**src/pvc_pkg.sv**
```systemverilog
package pvc_pkg;
   // register indices on the phy management index
   localparam logic [4:0]  REG_XOVER_CTRL   = 5'h1b;
   localparam logic [4:0]  REG_IRQ_FLAGS    = 5'h1d;
   localparam logic [4:0]  REG_IRQ_MASK     = 5'h1e;
   localparam logic [4:0]  REG_NEG_STATUS   = 5'h1f;

   // crossover/polarity control fields
   localparam int          XC_OVERRIDE_BIT  = 15;
   localparam int          XC_AUTO_EN_BIT   = 14;
   localparam int          XC_MANUAL_BIT    = 13;
   localparam int          XC_PLL_FORCE_BIT = 10;
   localparam int          XC_POLARITY_BIT  = 4;

   // interrupt flag positions
   localparam int          IRQ_NUM          = 8;
   localparam int          IRQ_ENERGY       = 7;
   localparam int          IRQ_NEG_DONE     = 6;
   localparam int          IRQ_REMOTE_FAULT = 5;
   localparam int          IRQ_LINK_DOWN    = 4;
   localparam int          IRQ_PARTNER_ACK  = 3;
   localparam int          IRQ_PAR_FAULT    = 2;
   localparam int          IRQ_PAGE_RX      = 1;
   localparam logic [7:0]  IRQ_IMPL_MASK    = 8'hfe;
   localparam logic [7:0]  IRQ_MASK_RESET   = 8'h00;

   // negotiation status fields
   localparam int          NS_DONE_BIT      = 12;
   localparam int          NS_RSV_HI        = 11;
   localparam int          NS_RSV_LO        = 5;
   localparam logic [6:0]  NS_RSV_RESET     = 7'h02;
   localparam int          NS_SPEED_HI      = 4;
   localparam int          NS_SPEED_LO      = 2;

   // resolved speed/duplex codes
   localparam logic [2:0]  SPD_10_HALF      = 3'h1;
   localparam logic [2:0]  SPD_10_FULL      = 3'h5;
   localparam logic [2:0]  SPD_100_HALF     = 3'h2;
   localparam logic [2:0]  SPD_100_FULL     = 3'h6;

   localparam logic [15:0] ZERO16           = 16'h0000;
endpackage : pvc_pkg

```
**src/pvc_irq_latch.sv**
```systemverilog
`timescale 1ns/1ps
// latching-high flags, cleared by a read, set beats clear
module pvc_irq_latch
   import pvc_pkg::*;
#(
   parameter int WIDTH = 8
)
(
   input  wire logic             i_mclk,
   input  wire logic             i_reset_n,
   input  wire logic [WIDTH-1:0] i_event,
   input  wire logic [WIDTH-1:0] i_impl,
   input  wire logic [WIDTH-1:0] i_init_en,
   input  wire logic [WIDTH-1:0] i_init_val,
   input  wire logic             i_clear,
   output logic      [WIDTH-1:0] o_flags
);
   import pvc_pkg::*;

   genvar g;
   generate
      for (g = 0; g < WIDTH; g++)
      begin : g_flag
         // unimplemented positions never latch
         always_ff @(posedge i_mclk or negedge i_reset_n)
         begin
            if (!i_reset_n)
               o_flags[g] <= 1'b0;
            else if (i_init_en[g])
               o_flags[g] <= i_init_val[g] & i_impl[g];
            else if (i_event[g] & i_impl[g])
               o_flags[g] <= 1'b1;      // event wins over read-clear
            else if (i_clear)
               o_flags[g] <= 1'b0;
         end
      end
   endgenerate
endmodule : pvc_irq_latch

```
**src/phy_vendor_ctrl_irq_regs.sv**
```systemverilog
`timescale 1ns/1ps
// Overview of operation
// override bit 0 lets the strap pin pick auto crossover, 1 hands it to the register bits.
// the auto crossover enable bit counts only under override; 1 auto, 0 manual.
// manual state 0 keeps pair directions straight, 1 swaps them.
// the agent keeps manual state 0 while auto crossover is on, never all three bits set.
// the agent writes reserved control bits as zero and ignores them on read.
// the pll force bit holds the 10M receive pll on the reference, blocking 10M receive.
// a read-only bit shows received 10M polarity, 1 reversed, reset 0.
// writes to control bits 3:0 are ignored; their read value is undefined.
// flag bits 7,6,5 latch energy, negotiation done, remote fault; bits 15:8 read zero.
// flag bits 4..1 latch link down, partner ack, parallel fault, page received; bit 0 reserved.
// after reset the link-down flag takes the current line link state.
// an eight-bit mask resets to zero, 1 enables a source; upper bits read zero.
// the interrupt request is high whenever a latched flag meets a set mask bit.
// a read-only done bit is 1 once negotiation completed, else 0, reset 0.
// a three-bit field gives the resolved speed and duplex from negotiation.
// a seven-bit reserved status field resets to 0000010 and is written back as such.
module phy_vendor_ctrl_irq_regs
   import pvc_pkg::*;
(
   input  wire logic        i_mclk,
   input  wire logic        i_reset_n,
   // management register access
   input  wire logic [4:0]  i_reg_index,
   input  wire logic        i_reg_wr,
   input  wire logic        i_reg_rd,
   input  wire logic [15:0] i_reg_wdata,
   output logic      [15:0] o_reg_rdata,
   // phy core status inputs
   input  wire logic        i_crossover_auto_strap,
   input  wire logic        i_link_up,
   input  wire logic        i_energy_present,
   input  wire logic        i_rx_polarity_reversed,
   input  wire logic        i_neg_done,
   input  wire logic        i_remote_fault,
   input  wire logic        i_partner_ack,
   input  wire logic        i_parallel_fault,
   input  wire logic        i_page_rx,
   input  wire logic [2:0]  i_resolved_speed_duplex,
   // controls into the phy core, and the interrupt request
   output logic             o_crossover_auto_en,
   output logic             o_crossover_swap,
   output logic             o_rx_pll_ref_lock_force,
   output logic             o_phy_irq
);
   import pvc_pkg::*;

   // writable control state
   logic                    xover_override;
   logic                    xover_auto_en;
   logic                    xover_manual;
   logic                    rx_pll_ref_lock_force;
   logic [IRQ_NUM-1:0]      irq_mask;
   logic [6:0]              neg_rsv;
   // sampled status
   logic                    rx_polarity_reversed;
   logic                    neg_done;
   logic [2:0]              resolved_speed_duplex;
   logic                    energy_q;
   logic                    link_q;
   logic                    neg_done_q;
   logic                    init_pending;
   // flag logic
   logic [IRQ_NUM-1:0]      irq_event;
   logic [IRQ_NUM-1:0]      irq_flags;
   logic [IRQ_NUM-1:0]      init_en;
   logic [IRQ_NUM-1:0]      init_val;
   logic                    flags_clear;
   logic                    wr_xover;
   logic                    wr_mask;
   logic                    wr_status;
   logic [15:0]             next_rdata;

   assign wr_xover  = i_reg_wr && (i_reg_index == REG_XOVER_CTRL);
   assign wr_mask   = i_reg_wr && (i_reg_index == REG_IRQ_MASK);
   assign wr_status = i_reg_wr && (i_reg_index == REG_NEG_STATUS);

   // crossover and pll control; reserved bits are not stored
   always_ff @(posedge i_mclk or negedge i_reset_n)
   begin
      if (!i_reset_n)
      begin
         xover_override        <= 1'b0;
         xover_auto_en         <= 1'b0;
         xover_manual          <= 1'b0;
         rx_pll_ref_lock_force <= 1'b0;
      end
      else if (wr_xover)
      begin
         xover_override        <= i_reg_wdata[XC_OVERRIDE_BIT];
         xover_auto_en         <= i_reg_wdata[XC_AUTO_EN_BIT];
         xover_manual          <= i_reg_wdata[XC_MANUAL_BIT];
         rx_pll_ref_lock_force <= i_reg_wdata[XC_PLL_FORCE_BIT];
      end
   end

   // crossover resolution; the agent keeps manual at 0 with auto on
   always_ff @(posedge i_mclk or negedge i_reset_n)
   begin
      if (!i_reset_n)
      begin
         o_crossover_auto_en <= 1'b0;
         o_crossover_swap    <= 1'b0;
      end
      else if (!xover_override)
      begin
         o_crossover_auto_en <= i_crossover_auto_strap;
         o_crossover_swap    <= 1'b0;
      end
      else
      begin
         o_crossover_auto_en <= xover_auto_en;                       // see R1
         o_crossover_swap    <= !xover_auto_en && xover_manual;      // see R3
      end
   end

   always_ff @(posedge i_mclk or negedge i_reset_n)
   begin
      if (!i_reset_n)
         o_rx_pll_ref_lock_force <= 1'b0;
      else
         o_rx_pll_ref_lock_force <= rx_pll_ref_lock_force;
   end

   // interrupt mask, upper byte not stored
   always_ff @(posedge i_mclk or negedge i_reset_n)
   begin
      if (!i_reset_n)
         irq_mask <= IRQ_MASK_RESET;
      else if (wr_mask)
         irq_mask <= i_reg_wdata[IRQ_NUM-1:0];
   end

   // reserved status field holds what the agent writes back
   always_ff @(posedge i_mclk or negedge i_reset_n)
   begin
      if (!i_reset_n)
         neg_rsv <= NS_RSV_RESET;
      else if (wr_status)
         neg_rsv <= i_reg_wdata[NS_RSV_HI:NS_RSV_LO];
   end

   // status sampling and edge history
   always_ff @(posedge i_mclk or negedge i_reset_n)
   begin
      if (!i_reset_n)
      begin
         rx_polarity_reversed  <= 1'b0;
         neg_done              <= 1'b0;
         resolved_speed_duplex <= 3'h0;
         energy_q              <= 1'b0;
         link_q                <= 1'b0;
         neg_done_q            <= 1'b0;
         init_pending          <= 1'b1;
      end
      else
      begin
         rx_polarity_reversed  <= i_rx_polarity_reversed;
         neg_done              <= i_neg_done;
         resolved_speed_duplex <= i_resolved_speed_duplex;
         energy_q              <= i_energy_present;
         link_q                <= i_link_up;
         neg_done_q            <= i_neg_done;
         init_pending          <= 1'b0;
      end
   end

   // event detection per source
   always_comb
   begin
      irq_event                   = '0;
      irq_event[IRQ_ENERGY]       = i_energy_present && !energy_q;
      irq_event[IRQ_NEG_DONE]     = i_neg_done && !neg_done_q;
      irq_event[IRQ_REMOTE_FAULT] = i_remote_fault;
      irq_event[IRQ_LINK_DOWN]    = !i_link_up && link_q;
      irq_event[IRQ_PARTNER_ACK]  = i_partner_ack;
      irq_event[IRQ_PAR_FAULT]    = i_parallel_fault;
      irq_event[IRQ_PAGE_RX]      = i_page_rx;
   end

   // link-down flag caught from the line at the first edge after reset
   always_comb
   begin
      init_en                 = '0;
      init_val                = '0;
      init_en[IRQ_LINK_DOWN]  = init_pending;
      init_val[IRQ_LINK_DOWN] = !i_link_up;
   end

   // reading the flag register clears it
   assign flags_clear = i_reg_rd && (i_reg_index == REG_IRQ_FLAGS);

   pvc_irq_latch #(
      .WIDTH      (IRQ_NUM)
   ) u_flags (
      .i_mclk     (i_mclk),
      .i_reset_n  (i_reset_n),
      .i_event    (irq_event),
      .i_impl     (IRQ_IMPL_MASK),
      .i_init_en  (init_en),
      .i_init_val (init_val),
      .i_clear    (flags_clear),
      .o_flags    (irq_flags)
   );

   // request follows flags and mask with no extra latching
   assign o_phy_irq = |(irq_flags & irq_mask);

   // read mux; unused indices read zero
   always_comb
   begin
      next_rdata = ZERO16;
      case (i_reg_index)
         REG_XOVER_CTRL:
         begin
            next_rdata[XC_OVERRIDE_BIT]  = xover_override;
            next_rdata[XC_AUTO_EN_BIT]   = xover_auto_en;
            next_rdata[XC_MANUAL_BIT]    = xover_manual;
            next_rdata[XC_PLL_FORCE_BIT] = rx_pll_ref_lock_force;
            next_rdata[XC_POLARITY_BIT]  = rx_polarity_reversed;
            // bits 3:0 undefined, shown as zero
         end
         REG_IRQ_FLAGS:
            next_rdata[IRQ_NUM-1:0] = irq_flags;
         REG_IRQ_MASK:
            next_rdata[IRQ_NUM-1:0] = irq_mask;
         REG_NEG_STATUS:
         begin
            next_rdata[NS_DONE_BIT]             = neg_done;
            next_rdata[NS_RSV_HI:NS_RSV_LO]     = neg_rsv;
            next_rdata[NS_SPEED_HI:NS_SPEED_LO] = resolved_speed_duplex;
         end
         default:
            next_rdata = ZERO16;
      endcase
   end

   // read data registered, captured on the read strobe
   always_ff @(posedge i_mclk or negedge i_reset_n)
   begin
      if (!i_reset_n)
         o_reg_rdata <= ZERO16;
      else if (i_reg_rd)
         o_reg_rdata <= next_rdata;
   end
endmodule : phy_vendor_ctrl_irq_regs

```
**config.mk**
```make
export PLATFORM = sky130hd
export DESIGN_NAME = phy_vendor_ctrl_irq_regs
export DESIGN_NICKNAME = d
export VERILOG_FILES = /design/src/pvc_pkg.sv /design/src/pvc_irq_latch.sv /design/src/phy_vendor_ctrl_irq_regs.sv
export SDC_FILE = /design/constraint.sdc
export NUM_CORES = 1
export LEC_CHECK = 0
export ABC_CLOCK_PERIOD_IN_PS = 1400
export BUFFER_PORTS_ARGS = -buffer_cell sky130_fd_sc_hd__buf_2
export CORE_MARGIN = 3
export CORE_UTILIZATION = 28
export CTS_CLUSTER_DIAMETER = 150
export DETAILED_ROUTE_END_ITERATION = 8
export HOLD_SLACK_MARGIN = 0.1
export SLEW_MARGIN = 20
export SYNTH_ARGS = -nofsm -noshare
export SYNTH_HDL_FRONTEND = slang
export SYNTH_SLANG_ARGS = --single-unit
```
**constraint.sdc**
```tcl
create_clock -name i_mclk -period 1.4 [get_ports i_mclk]
set_input_delay 0.28 -clock i_mclk [delete_from_list [all_inputs] [get_ports i_mclk]]
set_output_delay 0.28 -clock i_mclk [all_outputs]
set_load 0.01 [all_outputs]
```
# --- Word level (Yosys, flattened, before mapping) ---
# Cells that the tools add are included.
word_totals:
  reg_bits: 53
  inputBits: 37
  output_inout_bits: 20
  wordCells: 67
classes:
  n_eq_ne: 4
  mux: 19
  bitwise: 1
  reduce_logical: 20
op_table:
  columns: ["cell", "n"]
  rows:
  - ["$eq 5x5->1 const B", 4]
  - ["$reduce_bool 2->1", 6]
  - ["$mux 1", 11]
  - ["$pmux 3 s3", 1]
  - ["$and 8x8->8", 1]
  - ["$logic_and 1x1->1", 8]
  - ["$reduce_or 8->1", 1]
  - ["$pmux 2 s3", 1]
  - ["$logic_not 1->1", 4]
  - ["$mux 2", 2]
  - ["$pmux 1 s4", 1]
  - ["$pmux 2 s2", 1]
  - ["$mux 3", 1]
  - ["$reduce_bool 3->1", 1]
  - ["$pmux 1 s2", 1]

# --- Longest topological paths before layout ---
# Gate-level depths: netlist of run 1.
logic_depth:
  word_depth: 5
  mapped_depth: 5
  ltp_nobuf: 3

# --- Cells and area by module ---
# From an unflattened synthesis of run 1, not the netlist that was laid out.
unflattened:
  hier_cells: 186
  area_unflattened_um2: 2319.7
by_module_without_submodules:
  columns: ["mod", "instances", "cells_per_inst", "area_per_inst_um2", "seq_area_each_um2"]
  rows:
  - ["phy_vendor_ctrl_irq_regs", 1, 144, 1910.6, 1153.6]
  - ["pvc_irq_latch", 1, 42, 409.1, 200.2]

# --- Worst setup path after synthesis of run 1 ---
# OpenSTA, ideal clock, no wires.
synth_path:
  path_kind: "input -> register"
  startpoint: "input i_reg_index[2]"
  endpoint: "register rx_pll_ref_lock_force"
  setup_ns: 0.125
  arrival_time_ns: 1.182
  required_time_ns: 1.275
  setup_slack_ns: 0.094
  stages: 4
  path_buffers: 1
  cell_sequence: "and4b_4 and3_1 buf_2 mux2_2"
synth_via:
  elab_chain_len: 2
synth_lines:
  columns: ["element", "line", "rtl"]
  rows:
  - ["start: declaration", "phy_vendor_ctrl_irq_regs.sv:25", "input wire logic [4:0] i_reg_index,"]
  - ["$eq 5x5->1", "phy_vendor_ctrl_irq_regs.sv:75", "assign wr_xover = i_reg_wr && (i_reg_index == REG_XOVER_CTRL);"]
  - ["$logic_and 1x1->1", "phy_vendor_ctrl_irq_regs.sv:75", null]
  - ["end signal: assignment", "phy_vendor_ctrl_irq_regs.sv:94", "rx_pll_ref_lock_force <= i_reg_wdata[XC_PLL_FORCE_BIT];"]
  - ["end: declaration", "phy_vendor_ctrl_irq_regs.sv:53", "logic rx_pll_ref_lock_force;"]
# Every way passes these cells.
# A chain may end at the register's enable or synchronous reset.

# --- Worst setup path after layout of run 1 ---
layout_path:
  startpoint: "register irq_mask[1]"
  endpoint: "output o_phy_irq"
layout_via:
  elab_chain_len: 2
layout_lines:
  columns: ["element", "line", "rtl"]
  rows:
  - ["start: declaration", "phy_vendor_ctrl_irq_regs.sv:54", "logic [IRQ_NUM-1:0] irq_mask;"]
  - ["start signal: assignment", "phy_vendor_ctrl_irq_regs.sv:132", "irq_mask <= i_reg_wdata[IRQ_NUM-1:0];"]
  - ["$and 8x8->8", "phy_vendor_ctrl_irq_regs.sv:208", "assign o_phy_irq = |(irq_flags & irq_mask);"]
  - ["$reduce_or 8->1", "phy_vendor_ctrl_irq_regs.sv:208", null]
  - ["end: declaration", "phy_vendor_ctrl_irq_regs.sv:45", "output logic o_phy_irq"]
# Every way passes these cells.

==> run metrics, run 1 <==
post-layout min period=roughly 1600 ps; Final Hold Viols=0; CTS Sinks=53; Final nets=295; asr flop ratio synth=between 90% and 100%; number of H-tree levels=2; post-synth top area cell=dfrtp_1; CP max stage delay=around 400 ps; area taken by multi-input logic gates=approximately 790 µm²; EDFF count, synth=0; failing checks=setup timing; period utilization=112%; CTS max path bufs=2; syn_nets=approximately 210; CP delay by family, top=flip-flops; Final Power=slightly above 3 mW; first-pass GRT wire length=around 8400 µm; die width=~95 µm; commonest register cell after synthesis=dfrtp_1; filler instances=~750; routed vias/inst=approximately 4.6; share of cells above drive strength 1=between 40% and 50%; Int Power=~2.3 mW; Synth top area share=a little under three fifths; commonest non-fill, non-tap cell in the layout=buf_2; Worst-Skew Late Latency=about 300 ps; Gate Count Post-Synth=between 150 and 200; CP Launch Type=flop; antenna violations before repair=0; Post-DP Area=between 2000 and 3000 µm²; WP buf/inv=1; Net Sw Frac=24.1%; Worst-path clk slew=80 ps; final slew viol count=0; post-synthesis sequential area ratio=about three fifths; LEAKAGE=approximately 1.4 nW; cell area power density=1040 nW/µm²; CTS Buf Count=5; Initial Util=between 20% and 30%; Total Wirelength=approximately 5100 µm; NetSw=roughly 730 µW; number of remaining DRC errors=0; Ports=57; Hold Path Class=in -> reg; worst setup margin=-165 ps; Finished Core Util=39.1%; initial drt markers=65; top area cells in the synthesized netlist=dfrtp_1, mux2_2, mux2_4, o22ai_1, inv_1; TritonCTS clock tree=done; n_diodes=0; Netlist cell types=36; most frequent cells in the layout=buf_2, dfrtp_1, inv_1; Peak VDD IR=around 0.34 mV; Die Y-Extent=~95 µm; Worst EP required=1120 ps; CP max FO=3; Max-cap violations=0; Yosys warning total=0; port bufs=55; crit path DAT=between 1000 and 1500 ps; vias in the first global route=~1700; Core ar.=between 7000 and 8000 µm²; crit path max-delay cell type=dfrtp_1; design area=approximately 3000 µm²; Max Freq=between 600 and 700 MHz; Mean Syn Cell Area=12.6 µm²; pin count of the biggest net entering global routing=23; worst path cell trace=a222oi_1 -> nand3_1 -> buf_2; TNS Setup=-165 ps; PostCTS Resize Cnt=0; final clock skew=about 2.5 ps; final setup fails=1; gr ovfl total=0; critical path type=reg -> out; combinational power share=15.1%; area grow syn2layout=30.9%; area of the die=9100 µm²; Total GRT Usage=~12%; Crit. End Element=output pin; Post-Syn Area=roughly 2200 µm²; Routed Antenna Nets=0; Synth Register Bits=53; wire length per cell=14.1 µm; root buffer cell=clkbuf_8; first drt pass iteration count=4; hpwl dp=roughly 4000 µm; Clock power frac=26.6%; Post-CTS Setup Repair Bufs=0; row count=31; RD Place Congestion=around 0.72; RSZ-0062 raised after global routing=yes; Via Count=1643; Fin Hold WS=approximately 150 ps; part of the power in registers=about three fifths; status=complete, but fails checks; FF+latch area=roughly 1300 µm²
==> timing repair <==
action,in CTS,in global routing
endpoints found under the hold margin,21,0
pin swaps,2,1
endpoints found under the setup margin,1,1
hold buffers,8,0
==> stage by stage <==
step / std cells / setup slack, ps
after CTS: 358 / -189
after detailed placement: 342 / -60.4
final: 358 / -165
after global placement: 342 / -37.9
after floorplan: 177 / 93.6
after global routing: 358 / -288
==> power groups by stage <==
| stage | clock network (mW) | logic (mW) | registers [mW] |
|---|---|---|---|
| 2_1_floorplan | 0 | 0.250 | 1.79 |
| 3_3_place_gp | 0 | 0.442 | 1.80 |
| 3_5_place_dp | 0 | 0.451 | 1.81 |
| 4_1_cts | 0.848 | 0.470 | 1.78 |
| 5_1_grt | 0.908 | 0.514 | 1.80 |
| 6_report | 0.808 | 0.460 | 1.77 |
==> cells by family after synthesis <==
kind of cell	count (synthesis)	share of synthesized area, %
simple gates	37	9.73
fa+ha+maj	1	0.447
mux	25	13.9
flops	53	59.4
buf+inv	27	5.48
other cells	1	0.168
compound gates	33	10.9
==> worst paths after layout <==
check	from	cells after the start	end	slack, ps
max	irq_mask[1]	3	o_phy_irq	-160
min	i_partner_ack	2	u_flags.o_flags[3]	150
max reg2reg	irq_mask[4]	3	o_reg_rdata[4]	300
min reg2reg	rx_pll_ref_lock_force	0	o_rx_pll_ref_lock_force	400
max in group asynchronous	i_reset_n	3	init_pending	400
min in group asynchronous	i_reset_n	2	o_reg_rdata[12]	470
==> layer usage <==
metal / vias to the layer above / wire length (µm) / track usage [%]
met5: - / 0 / 0
li1: 789 / - / -
met3: 7 / 237 / 2.60
met4: 0 / 60 / 3.55
met1: 809 / 2310 / 16.7
met2: 38 / 2450 / 19.7
==> cell type report <==
| class | count | share of cell area (%) |
|---|---|---|
| Clock buffer | 8 | 2.73 |
| Tap cell | 99 | 4.23 |
| Timing Repair Buffer | 83 | 18.5 |
| Multi-Input combinational cell | 97 | 26.8 |
| Inverter | 18 | 2.31 |
| Sequential cell | 53 | 45.4 |
==> synthesized netlist by cell type, types with 2 or more instances <==
library cell  instances
a22o_1                2
nand2_1              12
buf_1                 2
mux2_2               17
o221ai_1              2
buf_2                 5
inv_1                18
nand3_1               3
dfrtp_1              51
a21o_1                4
mux2_4                8
a32oi_1               4
and3b_1               2
a22oi_1               3
nor2_1                3
dfstp_2               2
nand4_1               5
buf_6                 2
and3_1                4
o22ai_1              12
==> state kept, by name (all words and copies together) (netlist names), 3 cells and up <==
| register | count |
|---|---|
| u_flags.o_flags | 7 |
| resolved_speed_duplex | 3 |
| irq_mask | 8 |
| o_reg_rdata | 16 |
| neg_rsv | 7 |
Power figures use the tool's default switching activity.
==> run 2, diff against run 1 <==
- CTS_CLUSTER_SIZE: default -> 25
- PLACE_DENSITY: default -> 0.53
==> run 2 against run 1 <==
Net effect: the flow still finishes with violations (setup timing); die area unchanged; sequential power barely moved; core utilization fell by 0.10 points; combinational power up 3%; design area fell by 0.26%; routed wire length up 4.0%; critical path type unchanged; largest cell class unchanged.
==> run metrics, run 2 (synthesis results as in run 1) <==
status=complete, but fails checks; failing checks=setup timing; Ports=57; Die Y-Extent=95.4 µm; n_diodes=0; Top Registers=o_reg_rdata x16, irq_mask x8; most frequent cells in the layout=buf_2, dfrtp_1, inv_1; root buffer cell=clkbuf_8; Worst-Skew Late Latency=a little over 300 ps; TritonCTS clock tree=done; Net Sw Frac=roughly 25%; antenna violations before repair=0; Via Count=~1600; number of H-tree levels=2; PostCTS Resize Cnt=0; final setup fails=1; Final Hold Viols=0; largest register by flop count=o_reg_rdata; final slew viol count=0; Int Power=2.31 mW; first-pass GRT wire length=just under 9000 µm; Fin Hold WS=149 ps; routed vias/inst=4.61; number of remaining DRC errors=0; hpwl dp=around 3900 µm; gr ovfl total=0; cell area power density=approximately 1100 nW/µm²; vias in the first global route=between 1500 and 2000; Cells after DPL=between 300 and 400; commonest non-fill, non-tap cell in the layout=buf_2; Routed Antenna Nets=0; max FFs per register=16; Clock power frac=27.0%; combinational power share=~15%; NetSw=approximately 760 µW; Total GRT Usage=around an eighth; Core ar.=7490 µm²; RD Place Congestion=roughly 0.77; critical path type=reg -> out; post-layout min period=between 1500 and 2000 ps; LEAKAGE=roughly 1.4 nW; RSZ-0062 raised after global routing=yes; wire length per cell=between 10 and 15 µm; Peak VDD IR=about 0.36 mV; CTS Sinks=53; Layout Cells excl Fill=between 300 and 400; CP max FO=2; first drt pass iteration count=4; TNS Setup=-190 ps; part of the power in registers=around 58%; port bufs=55; Final nets=between 200 and 300; CP Launch Type=flop; Crit. End Element=output pin; Worst-path clk slew=100 ps; Total Wirelength=around 5300 µm; row count=31; worst setup margin=-190 ps; Initial Util=29.9%; Max-cap violations=0; period utilization=114%; die width=95.4 µm; Worst EP required=1120 ps; share of cells above drive strength 1=between 40% and 50%; Max Freq=629 MHz; area grow syn2layout=30.6%; final clock skew=roughly 11 ps; pin count of the biggest net entering global routing=25; initial drt markers=35; Hold Path Class=in -> reg; area of the die=9100 µm²; CTS Buf Count=5; CTS max path bufs=2; Place WS=-62.5 ps; crit path DAT=roughly 1300 ps
-- run 2: cell types whose count changed in the layout (fill, tap and decap cells not counted) --
cell,delta
buf_4,-1
-- run 2: worst paths after layout --
path	from	end	slack (ps)	cells past startpoint
min	i_partner_ack	u_flags.o_flags[3]	150	2
min reg2reg	rx_pll_ref_lock_force	o_rx_pll_ref_lock_force	410	0
max reg2reg	u_flags.o_flags[2]	o_reg_rdata[2]	290	3
max in group asynchronous	i_reset_n	neg_rsv[1]	410	3
min in group asynchronous	i_reset_n	irq_mask[5]	440	2
max	u_flags.o_flags[1]	o_phy_irq	-190	3
-- run 2: metrics by stage --
stage / power, mW / instance area, µm² / utilization [%]
finish: 3.07 / 2920 / 39.0
global placement: 2.24 / 2750 / 36.7
CTS: 3.11 / 2910 / 38.9
floorplan: 2.04 / 2240 / -
detailed placement: 2.25 / 2750 / 36.7
global route: 3.24 / 2920 / 39.0
-- run 2: power groups by stage --
stage | combinational, mW | clock [mW] | sequential, mW
3_3_place_gp | 0.440 | 0 | 1.80
5_1_grt | 0.524 | 0.928 | 1.79
6_report | 0.473 | 0.831 | 1.77
3_5_place_dp | 0.450 | 0 | 1.80
2_1_floorplan | 0.250 | 0 | 1.79
4_1_cts | 0.482 | 0.857 | 1.77
-- run 2: critical path: stages, from the launching register on --
cell and delay, ps:
dfrtp_1 400, a222oi_1 340, nand3_1 100, buf_2 160
-- run 2: routing by layer --
metal	share of wire, %	wire length (µm)	GRT usage [%]
met4	1.7	92	4.98
met5	0	0	0
met2	49	2570	20.2
met1	45	2360	17.0
met3	4.4	233	2.68
-- run 2: final cells by class --
type / instances / area (µm²)
clock buffer: 8 / 80.1
fill: 765 / 4560
inverter: 18 / 67.6
multi-input combinational: 97 / 786
sequential: 53 / 1330
tap: 99 / 124
timing repair buffer: 82 / 536
-- run 2: repair_timing --
action                                 CTS  global route
endpoints found under the hold margin   20             0
buffers inserted                         1             1
pin swaps                                1             1
setup endpoints to repair                1             1
hold buffers                             8             0
==> run 3, diff against run 2 <==
- CORE_MARGIN: 3 -> 5
- CTS_CLUSTER_DIAMETER: 150 -> 100
==> run 3 against run 2 <==
Net effect: the flow still finishes with violations (setup timing); sequential share of layout area shrank 0.60 points; clock power grew 31%; cell count grew 1.1%; maximum frequency shrank 3.6%; largest power group unchanged.
==> run metrics, run 3 (synthesis results as in run 1) <==
routed vias/inst=4.42; period utilization=118%; LEAKAGE=~1.4 nW; RD Place Congestion=~0.76; Post-CTS Setup Repair Bufs=0; Initial Util=28.8%; Final Hold Viols=0; TritonCTS clock tree=done; Top Registers=o_reg_rdata x16, irq_mask x8; Worst R2R Path Depth=4; crit path DAT=approximately 1400 ps; row count=32; CTS max path bufs=2; max FFs per register=16; combinational power share=between 10% and 20%; port bufs=55; Hold Path Depth=2; NetSw=between 700 and 800 µW; CP max stage delay=~420 ps; CP max FO=3; Routed Antenna Nets=0; final clock skew=around 8.4 ps; area grow syn2layout=32.3%; pin count of the biggest net entering global routing=54; wire length per cell=around 14 µm; Worst EP required=approximately 1100 ps; FF+latch area=between 1000 and 1500 µm²; number of remaining DRC errors=0; first-pass GRT wire length=approximately 8700 µm; Peak VDD IR=roughly 0.42 mV; Ports=57; Net Sw Frac=a little under a quarter; largest register by flop count=o_reg_rdata; area of the die=9880 µm²; post-layout min period=~1600 ps; first drt pass iteration count=4; commonest non-fill, non-tap cell in the layout=buf_2; initial drt markers=55; Clock power frac=roughly a third; worst setup margin=-248 ps; CTS Buf Count=5; Total Wirelength=~5000 µm; part of the power in registers=a little over half; Worst-Skew Late Latency=between 300 and 400 ps; Place WS=-62.2 ps; PostCTS Resize Cnt=0; cell area power density=1120 nW/µm²; final slew viol count=0; n_diodes=0; Worst-path clk slew=around 100 ps; area taken by multi-input logic gates=786 µm²; Core ar.=7770 µm²; status=complete, but fails checks; die width=a little under 100 µm; CTS Sinks=53; root buffer cell=clkbuf_8; filler instances=800; share of cells above drive strength 1=between 40 and 50%; number of H-tree levels=2; vias in the first global route=1666; Max-cap violations=0; gr ovfl total=0; CP Launch Type=flop; Final Power=3.33 mW; crit path max-delay cell type=dfrtp_1; Via Count=roughly 1600; hpwl dp=between 3000 and 4000 µm; Crit. End Element=output pin; Total GRT Usage=approximately 11%; Max Freq=between 600 and 700 MHz; critical path type=reg -> out; Final nets=a little under 300; Die Y-Extent=between 90 and 100 µm; RSZ-0062 raised after global routing=yes; most frequent cells in the layout=buf_2, dfrtp_1, inv_1, buf_4, mux2_2; Int Power=2.54 mW; Hold Path Class=in -> reg; final setup fails=1; failing checks=setup timing; worst path cell trace=a222oi_1 -> nand3_1 -> buf_2; antenna violations before repair=0
## run 3: cell types whose count changed in the layout (fill, tap and decap cells not counted), sizes merged
cell and delta:
buf +1, clkbuf -2, bufinv +1, clkinvlp +1
## run 3: per-stage QoR
step	area (µm²)	hold WS, ps	setup TNS (ps)	utilization [%]	instances
final	2960	136	-248	38.1	361
after global routing	2960	122	-363	38.1	361
after CTS	2960	127	-292	38.1	361
after detailed placement	2760	297	-389	35.5	345
after global placement	2760	298	-292	35.5	345
after floorplan	2240	-15.6	0	-	177
## run 3: area by class of cell
type | instances | share of cell area [%]
Multi-Input combinational cell | 97 | 26.5
Inverter | 18 | 2.28
Tap cell | 102 | 4.31
Sequential cell | 53 | 44.9
Timing Repair Buffer | 83 | 17.9
Clock buffer | 6 | 2.79
Clock inverter | 2 | 1.27
## run 3: final timing paths
| kind | start | end | slack (ps) |
|---|---|---|---|
| setup / recovery | u_flags.o_flags[1] | o_phy_irq | -250 |
| min in group asynchronous | i_reset_n | xover_manual | 490 |
| hold / removal | i_partner_ack | u_flags.o_flags[3] | 140 |
| max in group asynchronous | i_reset_n | neg_rsv[1] | 630 |
| hold reg to reg | rx_pll_ref_lock_force | o_rx_pll_ref_lock_force | 410 |
| setup reg to reg | u_flags.o_flags[7] | o_reg_rdata[7] | 210 |
## run 3: power by group through the flow
stage | clock (mW) | sequential (mW) | combinational (mW)
3_5_place_dp | 0 | 1.80 | 0.459
4_1_cts | 1.13 | 1.77 | 0.476
3_3_place_gp | 0 | 1.80 | 0.450
6_report | 1.09 | 1.77 | 0.468
5_1_grt | 1.19 | 1.79 | 0.519
2_1_floorplan | 0 | 1.79 | 0.250
## run 3: critical path, delay by kind of cell (launching register included)
kind / cells / cell delay (ps)
AOI/OAI and AO/OA: 1 / 340
buffers and inverters: 1 / 170
DFF: 1 / 420
and+or+nand+nor: 1 / 140
## run 3: layer usage
layer	track usage (%)	vias up	part of all wire [%]
li1	-	787	-
met1	15.2	769	49
met2	17.0	33	45
met3	2.73	6	4.7
met4	4.41	0	1.8
met5	0	-	0
## run 3: timing repair
item                                    CTS  global route
hold buffers                              8             0
hold endpoints to repair                 58             0
endpoints found under the setup margin    1             1
pin swaps                                 1             0
